<file path="config.mk">
export PLATFORM = sky130hd
export DESIGN_NAME = filter_debug_statistics_control
export DESIGN_NICKNAME = d
export VERILOG_FILES = /design/src/common/stat_pkg.sv /design/src/verilog/filter_debug_statistics_control.sv /design/src/verilog/stat_counter.sv
export SDC_FILE = /design/constraint.sdc
export NUM_CORES = 1
export LEC_CHECK = 0
export BUFFER_PORTS_ARGS = -buffer_cell sky130_fd_sc_hd__buf_4
export CELL_PAD_IN_SITES_DETAIL_PLACEMENT = 2
export CELL_PAD_IN_SITES_GLOBAL_PLACEMENT = 2
export CORE_UTILIZATION = 32
export DETAILED_ROUTE_END_ITERATION = 8
export HOLD_SLACK_MARGIN = 0.02
export MAX_ROUTING_LAYER = met4
export PLACE_DENSITY = 0.82
export SYNTH_ARGS = -nofsm -noshare
export SYNTH_HDL_FRONTEND = slang
export SYNTH_SLANG_ARGS = --single-unit
</file>
<file path="constraint.sdc">
create_clock -name mclk -period 3.2 [get_ports mclk]
set_clock_uncertainty 0.2 [all_clocks]
set_input_delay 0.64 -clock mclk [delete_from_list [all_inputs] [get_ports mclk]]
set_output_delay 0.64 -clock mclk [all_outputs]
set_load 0.005 [all_outputs]
</file>
<file path="src/common/stat_pkg.sv">
package stat_pkg;

  // ==========================================
  // register map
  localparam int          ADDR_W          = 12;
  localparam int          DATA_W          = 32;
  localparam logic [11:0] AUDIO_DATA_ADDR = 12'h503;
  localparam logic [11:0] DEBUG_CTRL_ADDR = 12'h504;
  localparam logic [11:0] STAT_CTRL_ADDR  = 12'h505;
  localparam logic [11:0] COUNT_A_ADDR    = 12'h50C;
  localparam logic [11:0] COUNT_B_ADDR    = 12'h50D;

  // ==========================================
  // field layout
  localparam int SAMPLE_W       = 24;
  localparam int ACC_IDX_LSB    = 0;
  localparam int ACC_IDX_W      = 4;
  localparam int FILTER_SEL_BIT = 4;
  localparam int STEP_BIT       = 6;
  localparam int INSPECT_BIT    = 7;
  localparam int CHAN_LSB       = 0;
  localparam int CHAN_W         = 3;
  localparam int SRC_A_LSB      = 4;
  localparam int SRC_B_LSB      = 8;
  localparam int SRC_W          = 4;
  localparam int CLEAR_BIT      = 15;
  localparam int MAG_W          = 8;

  // ==========================================
  // reset values
  localparam logic [31:0] DEBUG_CTRL_RST = 32'h0000_0000;
  localparam logic [31:0] STAT_CTRL_RST  = 32'h0000_0000;
  localparam logic [23:0] SAMPLE_RST     = 24'h00_0000;

  // ==========================================
  // counter source codes
  localparam logic [3:0] SRC_SAMPLE   = 4'h0;
  localparam logic [3:0] SRC_OVERFLOW = 4'h1;
  localparam logic [3:0] SRC_FREQ_ERR = 4'h2;

  // ==========================================
  // decides whether one counter steps this cycle
  function automatic logic count_hit(
    input logic [3:0] src,
    input logic       sample_ok,
    input logic       overflow,
    input logic       freq_err,
    input logic [7:0] mag
  );
    logic [7:0] mask;
    mask = 8'hFF << (3'd7 - src[2:0]);
    if (src[3])
      count_hit = sample_ok && |(mag & mask);
    else if (src == SRC_SAMPLE)
      count_hit = sample_ok;
    else if (src == SRC_OVERFLOW)
      count_hit = overflow;
    else if (src == SRC_FREQ_ERR)
      count_hit = freq_err;
    else
      count_hit = 1'b0;
  endfunction

endpackage

</file>
<file path="src/verilog/filter_debug_statistics_control.sv">
// What this block does
// audio data register shows shared 24-bit sample, top eight bits zero
// inspect bit 7 exposes chosen accumulator; bit 6 enables single step
// bit 4 picks pre-filter accumulators when 0, array accumulators when 1
// channel field picks channel 0-7; 4-bit field sets counter a source
// second field sets counter b source; bit 15 holds counters cleared
// source 0000 counts samples; 1000-1111 count magnitude bit ranges
// source 0001 counts overflows; 0010 counts frequency errors
// both counter values readable as 32-bit read-only registers
// unused bits ignore writes, read zero; unknown sources hold counters
`timescale 1ns/1ns
`default_nettype none
module filter_debug_statistics_control #(
  parameter int COUNT_W = 32
) (
  input  wire logic                           mclk,
  input  wire logic                           reset_n,
  input  wire logic                           ce,
  input  wire logic [stat_pkg::ADDR_W-1:0]    reg_addr,
  input  wire logic                           reg_wr,
  input  wire logic [stat_pkg::DATA_W-1:0]    reg_wdata,
  input  wire logic                           reg_rd,
  output var  logic [stat_pkg::DATA_W-1:0]    reg_rdata_q,
  output var  logic                           reg_rvalid_q,
  input  wire logic                           sample_valid,
  input  wire logic [stat_pkg::SAMPLE_W-1:0]  shared_audio_sample,
  input  wire logic [stat_pkg::CHAN_W-1:0]    sample_channel,
  input  wire logic [stat_pkg::MAG_W-1:0]     sample_magnitude,
  input  wire logic                           overflow_event,
  input  wire logic                           freq_error_event,
  output var  logic [stat_pkg::ACC_IDX_W-1:0] accumulator_index_q,
  output var  logic                           array_acc_select_q,
  output var  logic                           single_step_on_q,
  output var  logic                           inspect_mode_on_q
);
  import stat_pkg::*;

  // ==========================================
  // control registers
  logic [DATA_W-1:0]   debug_ctrl_q;
  logic [DATA_W-1:0]   debug_ctrl_d;
  logic [DATA_W-1:0]   stat_ctrl_q;
  logic [DATA_W-1:0]   stat_ctrl_d;
  logic [SAMPLE_W-1:0] sample_q;
  logic [SAMPLE_W-1:0] sample_d;
  logic [DATA_W-1:0]   rdata_d;
  logic                rvalid_d;
  logic [COUNT_W-1:0]  count_a;
  logic [COUNT_W-1:0]  count_b;
  logic                chan_match;
  logic                step_a;
  logic                step_b;
  logic [SRC_W-1:0]    src_a;
  logic [SRC_W-1:0]    src_b;
  logic [ACC_IDX_W-1:0] accumulator_index_d;
  logic                array_acc_select_d;
  logic                single_step_on_d;
  logic                inspect_mode_on_d;

  // writable bits of each register
  localparam logic [31:0] DEBUG_CTRL_MASK = 32'h0000_00DF;
  localparam logic [31:0] STAT_CTRL_MASK  = 32'h0000_8FF7;

  // true when this cycle writes the given register
  // writes to read-only or unmapped indexes never hit
  function automatic logic write_hits(
    input logic              wr,
    input logic [ADDR_W-1:0] addr,
    input logic [ADDR_W-1:0] target
  );
    write_hits = wr && addr == target;
  endfunction

  // ==========================================
  // debug control register
  always_comb
  begin
    debug_ctrl_d = debug_ctrl_q;
    if (write_hits(reg_wr, reg_addr, DEBUG_CTRL_ADDR))
      debug_ctrl_d = reg_wdata & DEBUG_CTRL_MASK;
  end

  always_ff @(posedge mclk)
  begin
    if (!reset_n)
      debug_ctrl_q <= DEBUG_CTRL_RST;
    else if (ce)
      debug_ctrl_q <= debug_ctrl_d;
  end

  // ==========================================
  // statistics control register
  always_comb
  begin
    stat_ctrl_d = stat_ctrl_q;
    if (write_hits(reg_wr, reg_addr, STAT_CTRL_ADDR))
      stat_ctrl_d = reg_wdata & STAT_CTRL_MASK;
  end

  always_ff @(posedge mclk)
  begin
    if (!reset_n)
      stat_ctrl_q <= STAT_CTRL_RST;
    else if (ce)
      stat_ctrl_q <= stat_ctrl_d;
  end

  // ==========================================
  // shared audio sample capture
  // held between samples so software sees a stable word
  always_comb
  begin
    sample_d = sample_q;
    if (sample_valid)
      sample_d = shared_audio_sample;
  end

  always_ff @(posedge mclk)
  begin
    if (!reset_n)
      sample_q <= SAMPLE_RST;
    else if (ce)
      sample_q <= sample_d;
  end

  // ==========================================
  // debug control outputs
  // taken from the next value so pins follow a write at once
  always_comb
  begin
    accumulator_index_d = debug_ctrl_d[ACC_IDX_LSB +: ACC_IDX_W];
    array_acc_select_d  = debug_ctrl_d[FILTER_SEL_BIT];
    single_step_on_d    = debug_ctrl_d[STEP_BIT];
    inspect_mode_on_d   = debug_ctrl_d[INSPECT_BIT];
  end

  always_ff @(posedge mclk)
  begin
    if (!reset_n)
    begin
      accumulator_index_q <= '0;
      array_acc_select_q  <= 1'b0;
      single_step_on_q    <= 1'b0;
      inspect_mode_on_q   <= 1'b0;
    end
    else if (ce)
    begin
      accumulator_index_q <= accumulator_index_d;
      array_acc_select_q  <= array_acc_select_d;
      single_step_on_q    <= single_step_on_d;
      inspect_mode_on_q   <= inspect_mode_on_d;
    end
  end

  // ==========================================
  // statistics counters
  always_comb
  begin
    src_a      = stat_ctrl_q[SRC_A_LSB +: SRC_W];
    src_b      = stat_ctrl_q[SRC_B_LSB +: SRC_W];
    chan_match = sample_valid &&
                 sample_channel == stat_ctrl_q[CHAN_LSB +: CHAN_W];
    step_a     = count_hit(src_a, chan_match, overflow_event,
                           freq_error_event, sample_magnitude);
    step_b     = count_hit(src_b, chan_match, overflow_event,
                           freq_error_event, sample_magnitude);
  end

  // clear wins over any event of the same cycle
  stat_counter #(
    .WIDTH   (COUNT_W)
  ) u_count_a (
    .mclk    (mclk),
    .reset_n (reset_n),
    .ce      (ce),
    .clear   (stat_ctrl_q[CLEAR_BIT]),
    .step    (step_a),
    .count_q (count_a)
  );

  stat_counter #(
    .WIDTH   (COUNT_W)
  ) u_count_b (
    .mclk    (mclk),
    .reset_n (reset_n),
    .ce      (ce),
    .clear   (stat_ctrl_q[CLEAR_BIT]),
    .step    (step_b),
    .count_q (count_b)
  );

  // ==========================================
  // read path
  // a read in the cycle of a write returns the old value
  always_comb
  begin
    rdata_d  = reg_rdata_q;
    rvalid_d = reg_rd;
    if (reg_rd)
    begin
      unique case (reg_addr)
        AUDIO_DATA_ADDR: rdata_d = {8'h00, sample_q};
        DEBUG_CTRL_ADDR: rdata_d = debug_ctrl_q;
        STAT_CTRL_ADDR:  rdata_d = stat_ctrl_q;
        COUNT_A_ADDR:    rdata_d = DATA_W'(count_a);
        COUNT_B_ADDR:    rdata_d = DATA_W'(count_b);
        default:         rdata_d = '0;
      endcase
    end
  end

  always_ff @(posedge mclk)
  begin
    if (!reset_n)
    begin
      reg_rdata_q  <= '0;
      reg_rvalid_q <= 1'b0;
    end
    else if (ce)
    begin
      reg_rdata_q  <= rdata_d;
      reg_rvalid_q <= rvalid_d;
    end
  end

endmodule
`default_nettype wire

</file>
<file path="src/verilog/stat_counter.sv">
`timescale 1ns/1ns
`default_nettype none
module stat_counter #(
  parameter int WIDTH = 32
) (
  input  wire logic             mclk,
  input  wire logic             reset_n,
  input  wire logic             ce,
  input  wire logic             clear,
  input  wire logic             step,
  output var  logic [WIDTH-1:0] count_q
);
  import stat_pkg::*;

  logic [WIDTH-1:0] count_d;

  always_comb
  begin
    count_d = count_q;
    if (clear)
      count_d = '0;
    else if (step)
      count_d = count_q + WIDTH'(1);
  end

  always_ff @(posedge mclk)
  begin
    if (!reset_n)
      count_q <= '0;
    else if (ce)
      count_q <= count_d;
  end

endmodule
`default_nettype wire

</file>
==> impl_metrics.csv <==
group,metric,value,unit
outcome,status,"finished, final reports clean",
critical_path,critPathTopFamily,"simple AND/OR/NAND/NOR gates",
grt,grt_usage,27.5,%
critical_path,cp_slowest_cell,"nor3_1",
die,die_width,151,um
route,drtPass1Iterations,5,
yosys,synth_seq_area_share,39.5,%
die,core,21800,sq um
critical_path,r2r-start,"u_count_b.count_q[10]",
critical_path,critical_path_buf_inv_count,0,
placed_design,port_buffers,107,
timing,setup_violations,0,
clock_tree,numCtsBuffers,17,
yosys,synth_fp_nets,993,
timing,hold_viol,0,
min_path,min_to,"stat_ctrl_q[10]",
min_path,hold_depth,3,
clock_tree,cts_htree_levels,4,
clock_tree,tritoncts,"yes",
critical_path,crit_chain,"and4_1 -> nand3_1 -> nor3_1 -> nand2_1 -> or4_1 -> a21oi_1",
yosys,ys_seq_elements,140,
clock_tree,clkTransAtPathRegs,70,ps
route,detail_route.vias_per_cell,5.97,
clock_tree,root_buffer,"clkbuf_16",
critical_path,worstPathArrival,2930,ps
route,antenna_left,0,
route,num_vias,7651,
grt,grt_pass1_wl,46.0,mm
min_path,hp-class,"input port to flip-flop",
critical_path,path_max_fanout,8,
placed_design,gp_congestion,0.857,
yosys,synth_cell_types,58,
critical_path,cp_data_required_time,3360,ps
critical_path,r2r.worst_path.cells,6,
power,p_leak,3.11,nW
final_layout,final_common_cell,"nand2_1",
timing,holdWs,245,ps
die,die_area,22800,sq um
flow_run,cap_violations,0,
die,die_y,151,um
critical_path,start_kind,"flip-flop",
timing,slew_viol_final,0,
clock_tree,postCtsSetupRepairBufs,0,
yosys,yosys.area.top_type,"dfxtp_1",
final_layout,antenna_cells,0,
final_layout,layout.core_utilization,40.3,%
clock_tree,clock-sinks,140,
critical_path,end_kind,"flip-flop",
yosys,synth_top_area_share,39.5,%
clock_tree,hold_buffers,0,
timing,worst_slew_pin_slew,841,ps
min_path,hp-start,"reg_wdata[10]",
final_layout,syn2layout_area_growth,23.6,%
clock_tree,insertion_delay,440,ps
clock_tree,cts_resized,0,
route,wl_per_cell,23.5,um
timing,rsz0062_at_grt,"no",
timing,slew_headroom,43.9,%
power,power.density,478,nW/um^2
timing,fin_setup_tns,0,ps
grt,grt_max_degree,67,
route,drtIter0Drc,527,
grt,grt_pass1_vias,7912,
final_layout,fillers,2463,
placed_design,dp_hpwl,20.1,mm
die,ios,127,
critical_path,r2r_setup_slack,430,ps
yosys,synth_edf_count,0,
timing,max_freq,0.361,GHz
critical_path,r2r-end,"u_count_b.count_q[25]",
critical_path,crit_type,"flip-flop to flip-flop",
final_layout,instances_no_fill,1281,
critical_path,worstSetupStartpoint,"u_count_b.count_q[10]",
yosys,synthCells,904,
yosys,yosys_warnings,0,
grt,grt.overflow.total,0,
critical_path,crit_path_max_incr_delay,590,ps
route,drcViolationCount,0,
route,drt-total-wl,30.1,mm
die,placementRows,54,
yosys,yosys_most_used_dff,"dfxtp_1",
clock_tree,clock_path_buffers,2,
final_layout,drive_gt1_share,18.0,%
yosys,async_flop_share,0,%
yosys,synth.avg_cell_area,7.84,sq um
die,initial_core_util,32.6,%
yosys,syn_area,7090,sq um
timing,fin_crit,2770,ps
final_layout,nets,1077,
final_layout,final_cell_mix,"nand2_1, dfxtp_1, buf_4",
grt,antenna_found_initial,0,
timing,fin_crit_sh,86.7,%
power,max-vdd-ir-drop,0.000210,V
yosys,synthTopCellsByArea,"dfxtp_1, nand2_1, mux2i_1, a21oi_1, nand3_1",
placed_design,dp.cells,1249,
[how the worst max path moves through the flow]
stage | endpoint | slack [ps] | cells after the start
floorplan | stat_ctrl_q[10] | 600 | 8
global placement | stat_ctrl_q[15] | 280 | 9
detailed placement | stat_ctrl_q[2] | 150 | 9
CTS | u_count_a.count_q[26] | 440 | 6
global route | stat_ctrl_q[15] | 250 | 9
finish | u_count_b.count_q[25] | 430 | 6
[state kept, by name (all words and copies together) (netlist names)]
signal             flops
reg_rvalid_q           1
reg_rdata_q           32
u_count_b.count_q     32
debug_ctrl_q           7
stat_ctrl_q           12
u_count_a.count_q     32
sample_q              24
[kinds of logic (layout without fill, tap and decap cells)]
logic type / Yosys count / count (layout) / share of synthesized area, %
AO/OA/AOI/OAI: 211 / 211 / 18.6
XOR/XNOR: 3 / 3 / 0.371
adder cells (fa/ha/maj): 2 / 2 / 0.353
AND/OR/NAND/NOR: 418 / 418 / 29.6
flip-flops: 140 / 140 / 39.5
buffers and inverters: 81 / 178 / 4.57
multiplexers: 49 / 49 / 6.92
[cells in the mapped netlist (all sizes together), types with 4 or more instances]
master / n
a21o: 8
a21oi: 73
a221oi: 8
a222oi: 6
a22oi: 12
a31oi: 44
and3: 13
buf: 15
clkbuf: 53
dfxtp: 140
inv: 13
mux2i: 49
nand2: 141
nand3: 70
nand4: 20
nor2: 75
nor3: 16
nor4: 16
o211ai: 7
o21ai: 30
o22ai: 4
or3: 7
or4: 38
[per-layer routing]
metal | share of wire, % | routed length, um | global-route usage [%] | up-vias
li1 | - | - | - | 3515
met1 | 43 | 12800 | 32.1 | 3887
met2 | 51 | 15200 | 46.7 | 191
met3 | 3.1 | 943 | 3.46 | 58
met4 | 3.8 | 1140 | 13.2 | 0
met5 | 0 | 0 | - | -
[worst reg2reg max path, cell delays in order, from the launching register on]
cell and delay (ps):
dfxtp_1 500, and4_1 370, nand3_1 370, nor3_1 590, nand2_1 100, or4_1 410
a21oi_1 160
[layout make-up]
class | instances | area, sq um | area share [%]
sequential | 140 | 2800 | 32.0
tap | 280 | 350 | 4.00
multi-input combinational | 683 | 3960 | 45.2
clock inverter | 15 | 131 | 1.50
timing repair buffer | 133 | 1040 | 11.8
inverter | 13 | 50.0 | 0.571
clock buffer | 17 | 425 | 4.86
[where the power goes]
part	leakage [nW]	switching, mW	internal [mW]	total [mW]
Sequential	1.14	0.112	1.81	1.93
Combinational	1.71	0.191	0.150	0.341
Clock	0.261	0.906	1.02	1.92
[stage by stage]
stage | setup WS (ps) | area [sq um] | total power [mW]
final | 427 | 8760 | 4.19
after global routing | 254 | 8760 | 4.32
after CTS | 445 | 8760 | 4.22
after detailed placement | 155 | 8200 | 2.29
after global placement | 282 | 8200 | 2.27
after floorplan | 601 | 7090 | 2.10
No activity file was read; power rests on OpenSTA's default activity.
